File: src/rtl/pirf_pkg.sv
// Package of offsets, field positions and reset values for the flag register
`default_nettype none
package pirf_pkg;
	// Register indices; the byte address is four times the index
	localparam logic [7:0] IDX_BANK_SEL     = 8'h0F;
	localparam logic [7:0] IDX_FLAGS        = 8'h16;
	localparam logic [7:0] IDX_TIMER_CTRL   = 8'h20;
	localparam logic [7:0] IDX_T1_PERIOD    = 8'h21;
	localparam logic [7:0] IDX_T2_PERIOD    = 8'h22;
	localparam logic [7:0] IDX_T3_PERIOD    = 8'h23;
	localparam logic [7:0] IDX_PORT_B_PINS_SNAP   = 8'h24;
	// Bank that exposes the flag register
	localparam logic [3:0] FLAGS_BANK       = 4'h1;
	// Reset values
	localparam logic [7:0] FLAGS_RESET      = 8'h02;
	localparam logic [3:0] BANK_RESET       = 4'h0;
	localparam logic [7:0] CTRL_RESET       = 8'h00;
	localparam logic [7:0] T1_PERIOD_RESET  = 8'hFF;
	localparam logic [7:0] T2_PERIOD_RESET  = 8'hFF;
	localparam logic [15:0] T3_PERIOD_RESET = 16'hFFFF;
	// Flag bit positions
	localparam int BIT_PORT_B_PINS  = 7;
	localparam int BIT_T3     = 6;
	localparam int BIT_T2     = 5;
	localparam int BIT_T1     = 4;
	localparam int BIT_CAP2   = 3;
	localparam int BIT_CAP1   = 2;
	localparam int BIT_TX     = 1;
	localparam int BIT_RX     = 0;
	// Timer control field positions
	localparam int CTRL_WIDE    = 0;
	localparam int CTRL_CAP1SEL = 1;
	localparam int CTRL_RUN1    = 2;
	localparam int CTRL_RUN2    = 3;
	localparam int CTRL_RUN3    = 4;
	// AHB-Lite codes
	localparam logic       HRESP_OKAY = 1'b0;
	// Bus slave states
	typedef enum logic [1:0] {
		BUS_IDLE      = 2'b00,
		BUS_WRITE     = 2'b01,
		BUS_READ_WAIT = 2'b10,
		BUS_READ_DONE = 2'b11
	} pirf_bus_t;
endpackage : pirf_pkg
`default_nettype wire

File: src/rtl/pirf_pin_events.sv
// Port-B change detector and capture pin edge detectors
`default_nettype none
module pirf_pin_events #(
	parameter int PORT_W = 8
) (
	input  wire logic              hclk,
	input  wire logic              hresetn,
	input  wire logic [PORT_W-1:0] port_b_pins,
	input  wire logic              snapshot_load,
	input  wire logic              capture1_pin,
	input  wire logic              capture2_pin,
	output logic [PORT_W-1:0]      port_b_latched,
	output logic                   port_b_mismatch,
	output logic                   cap1_event,
	output logic                   cap2_event
);
	import pirf_pkg::*;

	logic              primed_reg;
	logic [PORT_W-1:0] latch_reg;
	logic              cap1_prev_reg;
	logic              cap2_prev_reg;
	logic              mismatch_reg;
	logic              cap1_ev_reg;
	logic              cap2_ev_reg;

	// Rising edges count as capture events; first cycle only primes history
	wire cap1_rise = primed_reg & capture1_pin & ~cap1_prev_reg;
	wire cap2_rise = primed_reg & capture2_pin & ~cap2_prev_reg;
	wire differs   = primed_reg & (port_b_pins != latch_reg);

	// Latch reloads at the first cycle after reset, so a strap level is no
	// spurious change, and again whenever software takes a snapshot
	always_ff @(posedge hclk or negedge hresetn) begin
		if (!hresetn) begin
			primed_reg    <= 1'b0;
			latch_reg     <= '0;
			cap1_prev_reg <= 1'b0;
			cap2_prev_reg <= 1'b0;
			mismatch_reg  <= 1'b0;
			cap1_ev_reg   <= 1'b0;
			cap2_ev_reg   <= 1'b0;
		end else begin
			primed_reg    <= 1'b1;
			if (!primed_reg || snapshot_load) begin
				latch_reg <= port_b_pins;
			end
			cap1_prev_reg <= capture1_pin;
			cap2_prev_reg <= capture2_pin;
			mismatch_reg  <= differs;
			cap1_ev_reg   <= cap1_rise;
			cap2_ev_reg   <= cap2_rise;
		end
	end

	assign port_b_latched  = latch_reg;
	assign port_b_mismatch = mismatch_reg;
	assign cap1_event      = cap1_ev_reg;
	assign cap2_event      = cap2_ev_reg;
endmodule : pirf_pin_events
`default_nettype wire

File: src/rtl/pirf_timers.sv
// Three period timers producing one-cycle wrap events
`default_nettype none
module pirf_timers #(
	parameter int TMR_W = 8
) (
	input  wire logic               hclk,
	input  wire logic               hresetn,
	input  wire logic               run1,
	input  wire logic               run2,
	input  wire logic               run3,
	input  wire logic               wide_mode,
	input  wire logic               capture1_select,
	input  wire logic [TMR_W-1:0]   period1,
	input  wire logic [TMR_W-1:0]   period2,
	input  wire logic [2*TMR_W-1:0] period3,
	output logic                    t1_wrap,
	output logic                    t2_wrap,
	output logic                    t3_wrap
);
	import pirf_pkg::*;

	logic [TMR_W-1:0]   t1_reg;
	logic [TMR_W-1:0]   t1_next;
	logic [TMR_W-1:0]   t2_reg;
	logic [TMR_W-1:0]   t2_next;
	logic [2*TMR_W-1:0] t3_reg;
	logic [2*TMR_W-1:0] t3_next;
	logic               ev1;
	logic               ev2;
	logic               ev3;
	logic               ev1_reg;
	logic               ev2_reg;
	logic               ev3_reg;

	// First timer is the high half of the pair in wide mode
	wire [2*TMR_W-1:0] pair_cnt   = {t1_reg, t2_reg};
	wire [2*TMR_W-1:0] pair_per   = {period1, period2};
	wire [2*TMR_W-1:0] pair_inc   = pair_cnt + 1'b1;
	wire               pair_match = pair_cnt == pair_per;
	wire               t1_match   = t1_reg == period1;
	wire               t2_match   = t2_reg == period2;
	wire               t3_top     = t3_reg == {2*TMR_W{1'b1}};
	wire               t3_match   = capture1_select ? t3_top
	                                                : (t3_reg == period3);

	// Count and wrap; a match wraps the count to zero and fires the event
	always_comb begin
		t1_next = t1_reg;
		t2_next = t2_reg;
		t3_next = t3_reg;
		ev1     = 1'b0;
		ev2     = 1'b0;
		ev3     = 1'b0;
		if (wide_mode) begin
			if (run1 && pair_match) begin
				t1_next = '0;
				t2_next = '0;
				ev1     = 1'b1;
			end else if (run1) begin
				t1_next = pair_inc[2*TMR_W-1:TMR_W];
				t2_next = pair_inc[TMR_W-1:0];
			end
		end else begin
			if (run1 && t1_match) begin
				t1_next = '0;
				ev1     = 1'b1;
			end else if (run1) begin
				t1_next = t1_reg + 1'b1;
			end
			if (run2 && t2_match) begin
				t2_next = '0;
				ev2     = 1'b1;
			end else if (run2) begin
				t2_next = t2_reg + 1'b1;
			end
		end
		if (run3 && t3_match) begin
			t3_next = '0;
			ev3     = 1'b1;
		end else if (run3) begin
			t3_next = t3_reg + 1'b1;
		end
	end

	always_ff @(posedge hclk or negedge hresetn) begin
		if (!hresetn) begin
			t1_reg  <= '0;
			t2_reg  <= '0;
			t3_reg  <= '0;
			ev1_reg <= 1'b0;
			ev2_reg <= 1'b0;
			ev3_reg <= 1'b0;
		end else begin
			t1_reg  <= t1_next;
			t2_reg  <= t2_next;
			t3_reg  <= t3_next;
			ev1_reg <= ev1;
			ev2_reg <= ev2;
			ev3_reg <= ev3;
		end
	end

	assign t1_wrap = ev1_reg;
	assign t2_wrap = ev2_reg;
	assign t3_wrap = ev3_reg;
endmodule : pirf_timers
`default_nettype wire

File: src/rtl/pirf_flag_register.sv
// Peripheral interrupt flag register with AHB-Lite register slave
`default_nettype none
module pirf_flag_register #(
	parameter int ADDR_W = 32,
	parameter int PORT_W = 8,
	parameter int TMR_W  = 8
) (
	input  wire logic              hclk,
	input  wire logic              hresetn,
	input  wire logic              hsel,
	input  wire logic [ADDR_W-1:0] haddr,
	input  wire logic [1:0]        htrans,
	input  wire logic              hwrite,
	input  wire logic [2:0]        hsize,
	input  wire logic [31:0]       hwdata,
	input  wire logic              hready,
	output logic                   hreadyout,
	output logic [31:0]            hrdata,
	output logic                   hresp,
	input  wire logic [PORT_W-1:0] port_b_pins,
	input  wire logic              capture1_pin,
	input  wire logic              capture2_pin,
	input  wire logic              serial_tx_empty,
	input  wire logic              serial_rx_full,
	output logic [7:0]             peripheral_irq_flags
);
	import pirf_pkg::*;

	// Word index decode shared by every register
	function automatic logic reg_hit(input logic [ADDR_W-3:0] word,
	                                 input logic [7:0] idx);
		reg_hit = (word == {{(ADDR_W-10){1'b0}}, idx});
	endfunction : reg_hit

	pirf_bus_t           bus_reg;
	pirf_bus_t           bus_next;
	logic [ADDR_W-3:0]   word_reg;
	logic [31:0]         hrdata_reg;
	logic [3:0]          bank_reg;
	logic [7:0]          ctrl_reg;
	logic [7:0]          t1_period_reg;
	logic [7:0]          t2_period_reg;
	logic [15:0]         t3_period_reg;
	logic [7:2]          flags_rw_reg;
	logic [7:2]          flags_rw_next;
	logic                tx_empty_reg;
	logic                rx_full_reg;
	logic [31:0]         read_mux;
	logic [PORT_W-1:0]   port_b_latched;
	logic                port_b_mismatch;
	logic                cap1_event;
	logic                cap2_event;
	logic                t1_wrap;
	logic                t2_wrap;
	logic                t3_wrap;

	// Address phase accepted on a NONSEQ or SEQ transfer to this slave
	wire accept   = hsel & hready & htrans[1];
	wire wr_phase = bus_reg == BUS_WRITE;
	wire rd_latch = bus_reg == BUS_READ_WAIT;

	// Register selects; the flag slot is banked, everything else is not
	wire bank_ok     = bank_reg == FLAGS_BANK;
	wire hit_bank    = reg_hit(word_reg, IDX_BANK_SEL);
	wire hit_flags   = reg_hit(word_reg, IDX_FLAGS) & bank_ok;
	wire hit_ctrl    = reg_hit(word_reg, IDX_TIMER_CTRL);
	wire hit_t1p     = reg_hit(word_reg, IDX_T1_PERIOD);
	wire hit_t2p     = reg_hit(word_reg, IDX_T2_PERIOD);
	wire hit_t3p     = reg_hit(word_reg, IDX_T3_PERIOD);
	wire hit_snap    = reg_hit(word_reg, IDX_PORT_B_PINS_SNAP);
	wire snapshot_ld = rd_latch & hit_snap;

	// Hardware set terms; no enable or global disable gates them
	wire [7:2] hw_set = {port_b_mismatch,
	                     t3_wrap,
	                     t1_wrap & ctrl_reg[CTRL_WIDE] ? 1'b0 : t2_wrap,
	                     t1_wrap,
	                     cap2_event,
	                     cap1_event};

	// Software value wins over the stored one, a hardware set wins over both
	assign flags_rw_next = hw_set |
	                       ((wr_phase & hit_flags) ? hwdata[7:2]
	                                               : flags_rw_reg);

	// Bus state: writes complete at once, reads take one wait state so the
	// returned data reflects any write of the previous transfer
	always_comb begin
		case (bus_reg)
			BUS_READ_WAIT: bus_next = BUS_READ_DONE;
			BUS_IDLE,
			BUS_WRITE,
			BUS_READ_DONE: begin
				if (accept && hwrite) begin
					bus_next = BUS_WRITE;
				end else if (accept) begin
					bus_next = BUS_READ_WAIT;
				end else begin
					bus_next = BUS_IDLE;
				end
			end
			default: bus_next = BUS_IDLE;
		endcase
	end

	// Read selection; unmapped or wrong-bank reads return zero
	always_comb begin
		read_mux = 32'h0000_0000;
		if (hit_flags) begin
			read_mux[7:0] = peripheral_irq_flags;
		end else if (hit_bank) begin
			read_mux[3:0] = bank_reg;
		end else if (hit_ctrl) begin
			read_mux[7:0] = ctrl_reg;
		end else if (hit_t1p) begin
			read_mux[7:0] = t1_period_reg;
		end else if (hit_t2p) begin
			read_mux[7:0] = t2_period_reg;
		end else if (hit_t3p) begin
			read_mux[15:0] = t3_period_reg;
		end else if (hit_snap) begin
			read_mux[PORT_W-1:0] = port_b_pins;
		end
	end

	// Bus sequencing and read data capture
	always_ff @(posedge hclk or negedge hresetn) begin
		if (!hresetn) begin
			bus_reg    <= BUS_IDLE;
			word_reg   <= '0;
			hrdata_reg <= 32'h0000_0000;
		end else begin
			bus_reg <= bus_next;
			if (accept && bus_reg != BUS_READ_WAIT) begin
				word_reg <= haddr[ADDR_W-1:2];
			end
			if (rd_latch) begin
				hrdata_reg <= read_mux;
			end
		end
	end

	// Software registers written in the data phase of a write
	always_ff @(posedge hclk or negedge hresetn) begin
		if (!hresetn) begin
			bank_reg      <= BANK_RESET;
			ctrl_reg      <= CTRL_RESET;
			t1_period_reg <= T1_PERIOD_RESET;
			t2_period_reg <= T2_PERIOD_RESET;
			t3_period_reg <= T3_PERIOD_RESET;
		end else if (wr_phase) begin
			if (hit_bank) begin
				bank_reg <= hwdata[3:0];
			end
			if (hit_ctrl) begin
				ctrl_reg <= {3'h0, hwdata[4:0]};
			end
			if (hit_t1p) begin
				t1_period_reg <= hwdata[7:0];
			end
			if (hit_t2p) begin
				t2_period_reg <= hwdata[7:0];
			end
			if (hit_t3p) begin
				t3_period_reg <= hwdata[15:0];
			end
		end
	end

	// Flag storage; the two serial bits are sampled status, never written
	always_ff @(posedge hclk or negedge hresetn) begin
		if (!hresetn) begin
			flags_rw_reg <= FLAGS_RESET[7:2];
			tx_empty_reg <= FLAGS_RESET[BIT_TX];
			rx_full_reg  <= FLAGS_RESET[BIT_RX];
		end else begin
			flags_rw_reg <= flags_rw_next;
			tx_empty_reg <= serial_tx_empty;
			rx_full_reg  <= serial_rx_full;
		end
	end

	// Port-B change and capture pin events
	pirf_pin_events #(
		.PORT_W (PORT_W)
	) u_pins (
		.hclk            (hclk),
		.hresetn         (hresetn),
		.port_b_pins     (port_b_pins),
		.snapshot_load   (snapshot_ld),
		.capture1_pin    (capture1_pin),
		.capture2_pin    (capture2_pin),
		.port_b_latched  (port_b_latched),
		.port_b_mismatch (port_b_mismatch),
		.cap1_event      (cap1_event),
		.cap2_event      (cap2_event)
	);

	// Timers steered by the control and period registers
	pirf_timers #(
		.TMR_W (TMR_W)
	) u_timers (
		.hclk            (hclk),
		.hresetn         (hresetn),
		.run1            (ctrl_reg[CTRL_RUN1]),
		.run2            (ctrl_reg[CTRL_RUN2]),
		.run3            (ctrl_reg[CTRL_RUN3]),
		.wide_mode       (ctrl_reg[CTRL_WIDE]),
		.capture1_select (ctrl_reg[CTRL_CAP1SEL]),
		.period1         (t1_period_reg[TMR_W-1:0]),
		.period2         (t2_period_reg[TMR_W-1:0]),
		.period3         (t3_period_reg[2*TMR_W-1:0]),
		.t1_wrap         (t1_wrap),
		.t2_wrap         (t2_wrap),
		.t3_wrap         (t3_wrap)
	);

	// Outputs; slave never errors, stalls only during a read's first cycle
	assign peripheral_irq_flags = {flags_rw_reg, tx_empty_reg, rx_full_reg};
	assign hreadyout = bus_reg != BUS_READ_WAIT;
	assign hrdata    = hrdata_reg;
	assign hresp     = HRESP_OKAY;
endmodule : pirf_flag_register
`default_nettype wire

File: config.mk
export PLATFORM = sky130hd
export DESIGN_NAME = pirf_flag_register
export DESIGN_NICKNAME = d
export VERILOG_FILES = /design/src/rtl/pirf_pkg.sv /design/src/rtl/pirf_pin_events.sv /design/src/rtl/pirf_timers.sv /design/src/rtl/pirf_flag_register.sv
export SDC_FILE = /design/constraint.sdc
export NUM_CORES = 1
export LEC_CHECK = 0
export BUFFER_PORTS_ARGS = -buffer_cell sky130_fd_sc_hd__clkbuf_2
export CAP_MARGIN = 30
export CELL_PAD_IN_SITES_DETAIL_PLACEMENT = 2
export CELL_PAD_IN_SITES_GLOBAL_PLACEMENT = 2
export CORE_ASPECT_RATIO = 1.2
export CORE_MARGIN = 2
export CORE_UTILIZATION = 36
export DETAILED_ROUTE_END_ITERATION = 10
export GPL_TIMING_DRIVEN = 0
export PLACE_DENSITY_LB_ADDON = 0.1
export SLEW_MARGIN = 20
export SYNTH_ARGS = -nofsm -noshare
export SYNTH_HDL_FRONTEND = slang
export SYNTH_SLANG_ARGS = --single-unit
File: constraint.sdc
create_clock -name hclk -period 2.5 [get_ports hclk]
set_input_delay 0.125 -clock hclk [delete_from_list [all_inputs] [get_ports hclk]]
set_output_delay 0.125 -clock hclk [all_outputs]
set_load 0.02 [all_outputs]
==> results of run 1 <==
## cells in the mapped netlist, types with 4 or more instances
library cell,n
dfrtp_1,113
a211o_1,6
nor2_1,47
o31ai_1,4
a22o_1,13
mux2_2,79
nor4_1,19
mux2i_1,5
o22ai_1,7
a211oi_1,5
nand4_1,13
xnor2_1,23
nor2b_1,13
xor2_1,27
o211ai_1,4
or3_1,4
buf_2,6
nand3_1,16
and4_1,4
a21oi_1,33
clkbuf_1,21
nor3_1,7
dfstp_2,33
buf_4,20
nand2_1,39
inv_1,17
nand2b_1,7
and3_1,9
o21ai_0,11
and2_1,4
## placed cells by master, fill, tap and decap left out, types with 17 or more instances in the layout
master | synthesis | layout
xnor2_1 | 23 | 23
xor2_1 | 27 | 27
clkbuf_1 | 21 | 18
clkbuf_16 | 0 | 17
dfrtp_1 | 113 | 113
clkbuf_2 | 1 | 91
buf_4 | 20 | 24
nor2_1 | 47 | 46
dlygate4sd3_1 | 0 | 50
dfstp_2 | 33 | 33
mux2_2 | 79 | 79
conb_1 | 2 | 18
a21oi_1 | 33 | 32
nand2_1 | 39 | 39
## stage by stage
stage | instance area [um^2] | hold WS, ns
global route | 9420 | 0.0213
floorplan | 7390 | -0.171
CTS | 9350 | 0.00778
finish | 9420 | 0.0343
global placement | 8160 | 0.213
detailed placement | 8200 | 0.203
## what timing repair did
action | 4_1_cts | 5_1_grt
endpoints found under the setup margin | 55 | 43
buffers inserted | 4 | 1
hold buffers | 50 | 0
hold endpoints to repair | 104 | 0
gates resized for setup | 5 | 13
pin swaps | 5 | 1
## per-layer routing
layer  GRT usage [%]  vias to the layer above  routed length (um)
li1                -                     2723                   -
met1            27.6                     3108                9830
met2            45.1                      130               14000
met3            3.38                       24                 703
met4            6.84                        0                 442
met5               0                        -                   0
## worst max path at each step
| stage | startpoint | end | slack [ns] | cells past startpoint |
|---|---|---|---|---|
| 2_1_floorplan | word_reg[24]$_DFFE_PN0P_ | u_pins.port_b_latched[0]$_DFFE_PN0P_ | 0.44 | 6 |
| 5_1_grt | word_reg[0]$_DFFE_PN0P_ | hrdata[1]$_DFFE_PN0N_ | 0.0008 | 6 |
| 4_1_cts | u_timers.t3_reg[3]$_DFFE_PN0P_ | u_timers.t3_reg[15]$_DFFE_PN0P_ | 0.01 | 8 |
| 3_3_place_gp | hresetn | word_reg[28]$_DFFE_PN0P_ | -1.18 | 1 |
| 3_5_place_dp | word_reg[8]$_DFFE_PN0P_ | t1_period_reg[5]$_DFFE_PN1P_ | -0.25 | 5 |
| 6_report | word_reg[0]$_DFFE_PN0P_ | hrdata[1]$_DFFE_PN0N_ | 0.09 | 6 |
## critical path, stage by stage (launching register included)
cell and delay, ns:
dfrtp_1 0.32, buf_2 0.25, buf_1 0.60, mux4_2 0.44, a22o_1 0.22, a221oi_1 0.36, nor2_1 0.09
## cell type report
class | instances | area [um^2]
repair buffers | 144 | 1030
inverters | 17 | 67.6
multi-input cells | 466 | 3420
well taps | 265 | 332
plain buffers | 49 | 272
clock inverters | 14 | 170
fillers | 2124 | 10700
flip-flops and latches | 146 | 3690
clock buffers | 18 | 429
## logic make-up after synthesis
group	share of synthesized area, %
and+or+nand+nor	14.1
DFF	50.4
AOI/OAI and AO/OA	10.9
muxes	13.4
buffers and inverters	4.57
xor gates and xnor gates	5.97
adders and majority gates	0.512
other	0.102
## power by group through the flow
stage                     Combinational [uW]  Clock, uW  Sequential, uW
after floorplan                          631          0            2800
after global placement                   954          0            2810
after detailed placement                 999          0            2840
after CTS                               1090       2690            2800
after global routing                    1240       2780            2860
final                                   1140       2630            2830
==> impl_metrics.tcl, run 1 <==
set metrics [dict create \
    wire_length_of_the_first_global_routing_pass_um 39500 \
    finalWorstPathRequiredPeriod_ns 2.41 \
    postSynthAreaPerCell_um2 11.1 \
    synth-edff-count 0 \
    tritoncts_buffers 17 \
    worst_hold_startpoint "port_b_pins[0]" \
    synthCells 663 \
    min_period_over_period_pct 96.3 \
    slew_viol_final 0 \
    fin_tns_setup_ns 0 \
    clock_power_share_pct 39.8 \
    core.rowCount 57 \
    power.internal_uw 4620 \
    synth_seq_area_share_pct 50.4 \
    power_per_cell_area_nw_per_um2 701 \
    drtIter0Drc 232 \
    synth.area.top_cells "dfrtp_1 (39%), mux2_2 (12%), dfstp_2 (12%), xor2_1 (3.2%), xnor2_1 (2.7%)" \
    cp-start-kind "register" \
    gp_congestion 0.853 \
    route.detailed.wl_per_inst_um 22.3 \
    tritoncts "done" \
    syn_to_final_growth_pct 28.5 \
    antenna_diodes 0 \
    crit_type "register to register" \
    detailroute.via_count 5985 \
    post_synth_design_cell_area_um2 7330 \
    placement.setup.worst_slack_ns -0.247 \
    relSlewSlack_pct 51.4 \
    regToRegEndpoint "hrdata[1]$_DFFE_PN0N_" \
    globalRouteTotalUtil_pct 23.8 \
    worst-r2r-cell-count 6 \
    drc 0 \
    worst_slew_pin_slew_ns 0.729 \
    finalWirelength_um 24900 \
    final_hold_viol_count 0 \
    largest_register_ff_count 30 \
    result_of_the_run "finished, final reports clean" \
    cts.sinks 146 \
    whs_endpoint "u_pins.port_b_latched[0]$_DFFE_PN0P_" \
    grt_antenna_before_repair 0 \
    count_of_endpoints_failing_setup_in_the_final_report 0 \
    max_freq_ghz 0.415 \
    die_height_um 160 \
    hold_class "input pin to register" \
    die_outline_area_um2 21500 \
    grt.overflow.total 0 \
    finish.utilization_pct 46.8 \
    clkSlewWorstSetupHoldPaths_ns 0.07 \
    critPathMaxFanout 10 \
    cts_max_level 4 \
    leakagePower_uw 0.00407 \
    core_area_um2 20100 \
    port_buffers 88 \
    clock-root-buffer "clkbuf_16" \
    worst_r2r_startpoint "word_reg[0]$_DFFE_PN0P_" \
    yosysWarningCount 0 \
    dp_cells 1033 \
    reg2reg_slack_ns 0.09 \
    rsz0062_at_grt "no" \
    detailedPlacementHpwl_um 17000 \
    post_drt_via_cell_ratio 5.35 \
    min_delay_path_depth 2 \
    netSwitchingFraction_pct 30.0 \
    cp.arrival_ns 2.71 \
    die_width_um 134 \
    final.setup.worst_slack_ns 0.0931 \
    number_of_iterations_in_the_first_detailed_routing_pass 4 \
    drive_above_1_share_pct 33.6 \
    cp-end-kind "register" \
    yosys.area.top_type_share_pct 38.6 \
    synth_ff_type "dfrtp_1" \
    synth_largest_area_cell "dfrtp_1" \
    drtAntennaViolNets 0 \
    initial_core_util_pct 36.5 \
    finish.cell_count_without_fillers 1119 \
    total_power_uw 6600 \
    cts-root-to-sink-buffers 2 \
    net_switching_power_uw 1980 \
    fin_nets 930 \
    cp_data_required_time_ns 2.80 \
    synth-seq-cells 146 \
    asyncSetResetFlopFracSynth_pct 100 \
    power.share.combinational_pct 17.3 \
    pin_count_of_the_biggest_net_entering_global_routing 78 \
    synthDistinctLibCells 62 \
    fin_skew_ns 0.0145 \
    worstSkewPairLatency_ns 0.43 \
    maxCapViolations 0 \
    first_global_vias 6891 \
    top_level_ports 128 \
    max_vdd_drop_uv 499 \
    sequentialPowerShare_pct 42.9 \
]
No activity file was read; power rests on OpenSTA's default activity.
==> inputs of run 2 (changes only) <==
clock period = 2.48 ns   (was 2.5 ns; I/O delays follow)
==> run 2 against run 1 <==
Sequential share of layout area hardly changed. Highest routed layer unchanged. Via count is 0.15% lower. Flip-flop and latch count stayed put. Core utilization hardly changed. Clock skew is 0.0021 ns lower. Worst hold slack worse by 0.0039 ns. Setup slack hardly changed. Maximum frequency is 0.85% higher. Combinational power hardly changed. Critical path depth is 1 lower. Wire length is 0.17% lower. Largest cell class unchanged.
==> impl_metrics.tcl, run 2 (synthesized netlist as in run 1, its figures left out) <==
set metrics [dict create \
    detailedPlacementHpwl_um 17000 \
    crit_type "register to register" \
    number_of_iterations_in_the_first_detailed_routing_pass 4 \
    power_per_cell_area_nw_per_um2 707 \
    n_fill_cell 2124 \
    tritoncts "done" \
    crit_path_frequent_cell "clkbuf_1" \
    drive_above_1_share_pct 33.8 \
    finalWorstPathRequiredPeriod_ns 2.39 \
    drtIter0Drc 240 \
    cts-root-to-sink-buffers 2 \
    largest_register_ff_count 30 \
    route.detailed.wl_per_inst_um 22.3 \
    final_hold_viol_count 0 \
    worstSkewPairLatency_ns 0.43 \
    tritoncts_buffers 17 \
    placement.setup.worst_slack_ns -0.267 \
    layout.cells.most_common_list "dfrtp_1 (113), clkbuf_2 (92), mux2_2 (79)" \
    leakagePower_uw 0.00407 \
    globalRouteTotalUtil_pct 23.8 \
    first_global_vias 6891 \
    die_outline_area_um2 21500 \
    drc 0 \
    slew_viol_final 0 \
    final.setup.worst_slack_ns 0.0934 \
    multi_input_gate_area_um2 3420 \
    result_of_the_run "finished, final reports clean" \
    wire_length_of_the_first_global_routing_pass_um 39500 \
    clock-root-buffer "clkbuf_16" \
    cts_max_level 4 \
    maxCapViolations 0 \
    min_period_over_period_pct 96.2 \
    finish.utilization_pct 46.8 \
    total_power_uw 6660 \
    port_buffers 88 \
    initial_core_util_pct 36.5 \
    worst_path_largest_cell_delay_ns 0.56 \
    top_level_ports 128 \
    post_drt_via_cell_ratio 5.35 \
    clkSlewWorstSetupHoldPaths_ns 0.07 \
    max_freq_ghz 0.419 \
    final_common_cell "dfrtp_1" \
    pin_count_of_the_biggest_net_entering_global_routing 78 \
    ff_latch_area_um2 3690 \
    core_area_um2 20100 \
    antenna_diodes 0 \
    core.rowCount 57 \
    cp_data_required_time_ns 2.79 \
    critPathSlowestCell "nor2_1" \
    max_vdd_drop_uv 505 \
    fin_skew_ns 0.0124 \
    die_width_um 134 \
    cp.arrival_ns 2.70 \
    worst_slew_pin_slew_ns 0.666 \
    die_height_um 160 \
    finalHoldWorstSlack_ns 0.0304 \
    syn_to_final_growth_pct 28.4 \
    detailroute.via_count 5976 \
    finalWirelength_um 24900 \
    cp-end-kind "register" \
    hold_class "input pin to register" \
    timing.critical_path.cells "nor2b_1 > clkbuf_1 > nor2_1 > clkbuf_1 > mux2_2" \
    relSlewSlack_pct 55.6 \
    fin_nets 929 \
    critPathMaxFanout 10 \
    count_of_endpoints_failing_setup_in_the_final_report 0 \
    grt_antenna_before_repair 0 \
    drtAntennaViolNets 0 \
    gp_congestion 0.853 \
    grt.overflow.total 0 \
    cts.sinks 146 \
    cp-start-kind "register" \
]
## run 2: repair_timing
action                                  CTS  global route
gates cloned                              0             0
setup buffers                             4             1
hold buffers                             50             0
pin swaps                                 5             1
endpoints found under the hold margin   104             0
gates resized for setup                   6            13
endpoints found under the setup margin   59            55
## run 2: worst paths after layout
path                                                 from  slack [ns]                              endpoint  cells after the start
hold reg to reg            u_pins.cap1_prev_reg$_DFF_PN0_        0.40           u_pins.cap1_event$_DFF_PN0_                      1
setup / recovery                     bus_reg[1]$_DFF_PN0_        0.09              word_reg[25]$_DFFE_PN0P_                      5
min in group asynchronous                         hresetn        0.30        u_timers.t3_reg[7]$_DFFE_PN0P_                      2
setup reg to reg                     bus_reg[1]$_DFF_PN0_        0.09              word_reg[25]$_DFFE_PN0P_                      5
max in group asynchronous                         hresetn        1.39                tx_empty_reg$_DFF_PN1_                      3
hold / removal                             port_b_pins[0]        0.03  u_pins.port_b_latched[0]$_DFFE_PN0P_                      2
## run 2: final cells by class
| cell class | count | area share [%] |
|---|---|---|
| tap | 265 | 3.52 |
| sequential | 146 | 39.2 |
| clock inverter | 14 | 1.81 |
| inverter | 17 | 0.718 |
| timing repair buffer | 144 | 10.9 |
| multi-input combinational | 466 | 36.4 |
| buffer | 48 | 2.86 |
| clock buffer | 18 | 4.56 |
## run 2: report_power, final
part | switching [uW] | internal, uW
combinational | 657 | 494
clock | 1130 | 1520
sequential | 213 | 2640
## run 2: metrics by stage
| step | instance area (um^2) | instances | setup TNS, ns |
|---|---|---|---|
| global route | 9410 | 1118 | -0.0494 |
| detailed placement | 8200 | 1033 | -7.63 |
| floorplan | 7390 | 679 | 0 |
| CTS | 9350 | 1119 | 0 |
| finish | 9410 | 1118 | 0 |
| global placement | 8160 | 1032 | -146.50 |
## run 2: worst max-delay path: cells and delay by family, from the launching register on
kind / cells / cell delay [ns]
buffers and inverters: 2 / 0.78
DFF: 1 / 0.38
muxes: 1 / 0.42
and+or+nand+nor: 2 / 0.70
## run 2: metal layers
| layer | share of wire, % | global-route usage, % | vias up |
|---|---|---|---|
| li1 | - | - | 2724 |
| met3 | 2.0 | 3.38 | 31 |
| met2 | 56 | 45.1 | 114 |
| met1 | 40 | 27.6 | 3107 |
| met4 | 1.9 | 6.84 | 0 |
| met5 | 0 | 0 | - |
==> inputs of run 3 (changes only) <==
clock period = 2.2 ns   (was 2.48 ns; I/O delays follow)
==> run 3 against run 2 <==
Flip-flop and latch count stayed put. Highest routed layer unchanged. Core utilization is 2.4 points higher. Critical path depth is 3 higher. Register-to-register slack worse by 0.30 ns. The run now ends with negative setup slack left. Critical path type unchanged. Combinational power is 28% higher. Die area stayed put. Cell count is 1.4% higher. Global-route usage is 1.3 points higher. Clock skew hardly changed. Clock power is 14% higher. Cell area is 5.1% higher.
==> impl_metrics.tcl, run 3 (synthesized netlist as in run 1, its figures left out) <==
set metrics [dict create \
    ff_latch_area_um2 3700 \
    finalWorstPathRequiredPeriod_ns 2.41 \
    result_of_the_run "complete, but fails checks" \
    clock-root-buffer "clkbuf_16" \
    leakagePower_uw 0.00432 \
    post_drt_via_cell_ratio 5.44 \
    layout.cells.most_common_list "dfrtp_1 (110), clkbuf_2 (94), mux2_2 (62)" \
    critPathMaxFanout 3 \
    die_height_um 160 \
    grt.overflow.total 0 \
    cts_max_level 4 \
    final_common_cell "dfrtp_1" \
    finalWirelength_um 28200 \
    cts-root-to-sink-buffers 2 \
    maxCapViolations 0 \
    largest_register_ff_count 30 \
    min_period_over_period_pct 109 \
    final_hold_viol_count 0 \
    power_per_cell_area_nw_per_um2 790 \
    max_freq_ghz 0.415 \
    finalHoldWorstSlack_ns 0.0329 \
    die_width_um 134 \
    worst_slew_pin_slew_ns 0.664 \
    relSlewSlack_pct 55.7 \
    fin_skew_ns 0.0123 \
    grt_antenna_before_repair 0 \
    number_of_iterations_in_the_first_detailed_routing_pass 4 \
    n_fill_cell 2045 \
    syn_to_final_growth_pct 35.0 \
    initial_core_util_pct 36.5 \
    reg2reg_slack_ns -0.21 \
    detailroute.via_count 6170 \
    detailedPlacementHpwl_um 17000 \
    drtIter0Drc 276 \
    final.setup.worst_slack_ns -0.209 \
    total_power_uw 7820 \
    tritoncts "done" \
    top_level_ports 128 \
    slew_viol_final 0 \
    wire_length_of_the_first_global_routing_pass_um 41100 \
    core_area_um2 20100 \
    fin_nets 945 \
    cp-end-kind "register" \
    port_buffers 88 \
    tritoncts_buffers 17 \
    cp-start-kind "register" \
    globalRouteTotalUtil_pct 25.0 \
    multi_input_gate_area_um2 3690 \
    die_outline_area_um2 21500 \
    hold_class "input pin to register" \
    max_vdd_drop_uv 581 \
    fin_tns_setup_ns -4.53 \
    drtAntennaViolNets 0 \
    clkSlewWorstSetupHoldPaths_ns 0.07 \
    worstSkewPairLatency_ns 0.44 \
    pin_count_of_the_biggest_net_entering_global_routing 78 \
    core.rowCount 57 \
    cp.arrival_ns 2.73 \
    cp_data_required_time_ns 2.52 \
    drc 0 \
    violations "negative setup slack" \
    crit_type "register to register" \
    count_of_endpoints_failing_setup_in_the_final_report 58 \
    cts.sinks 146 \
    antenna_diodes 0 \
    finish.utilization_pct 49.2 \
    rsz0062_at_grt "yes" \
    drive_above_1_share_pct 38.3 \
    gp_congestion 0.853 \
    first_global_vias 7033 \
    route.detailed.wl_per_inst_um 24.9 \
]
run 3: cell count changes in the layout (fill, tap and decap cells not counted), sizes merged:
cell	delta
clkbuf	-4
buf	+16
dlygate4sd3	+4
run 3: cell type report:
| class | count | share of cell area, % |
|---|---|---|
| flip-flops and latches | 146 | 37.4 |
| multi-input cells | 466 | 37.3 |
| repair buffers | 167 | 12.6 |
| clock buffers | 18 | 4.34 |
| well taps | 265 | 3.35 |
| plain buffers | 41 | 2.68 |
| clock inverters | 14 | 1.72 |
| inverters | 17 | 0.683 |
run 3: metrics by stage:
step                      cells  cell area [um^2]  setup slack (ns)
after floorplan             679              7390             0.139
after global placement     1032              8160             -1.46
after detailed placement   1033              8200            -0.547
after CTS                  1122              9540           0.00483
after global routing       1134              9900            -0.249
final                      1134              9900            -0.209
run 3: routing by layer:
| layer | global-route usage (%) | vias up | share of wire (%) |
|---|---|---|---|
| met5 | 0 | - | 0 |
| met4 | 9.23 | 0 | 5.2 |
| met3 | 4.04 | 72 | 3.5 |
| met2 | 47.2 | 167 | 54 |
| met1 | 28.1 | 3177 | 37 |
| li1 | - | 2754 | - |
run 3: critical path, stage by stage (launching register included):
cell	delay [ns]
dfrtp_1	0.47
nor4_4	0.38
nand4_1	0.17
buf_6	0.18
buf_6	0.13
nor4b_4	0.44
buf_4	0.19
nor2b_1	0.05
a211o_1	0.29
run 3: worst paths after layout:
check                                            endpoint                      startpoint  cells past startpoint
setup / recovery                flags_rw_reg[7]$_DFF_PN0_        word_reg[18]$_DFFE_PN0P_                      8
hold / removal               t3_period_reg[5]$_DFFE_PN1P_                       hwdata[5]                      2
setup reg to reg                flags_rw_reg[7]$_DFF_PN0_        word_reg[18]$_DFFE_PN0P_                      8
hold reg to reg               u_pins.cap1_event$_DFF_PN0_  u_pins.cap1_prev_reg$_DFF_PN0_                      1
max in group asynchronous   t3_period_reg[12]$_DFFE_PN1P_                         hresetn                      3
min in group asynchronous  u_timers.t3_reg[7]$_DFFE_PN0P_                         hresetn                      2
run 3: timing repair:
action                                  4_1_cts  5_1_grt
gates resized for setup                      33       65
hold buffers                                 54        0
hold endpoints to repair                    108        0
pin swaps                                     7       15
endpoints found under the setup margin      115      117
buffers inserted                              9       15
run 3: report_power, final:
group,internal (uW),leakage (uW),switching (uW)
registers,2980,0.00180,340
logic,636,0.00223,836
clock network,1720,0.000282,1310
total,5330,0.00432,2490
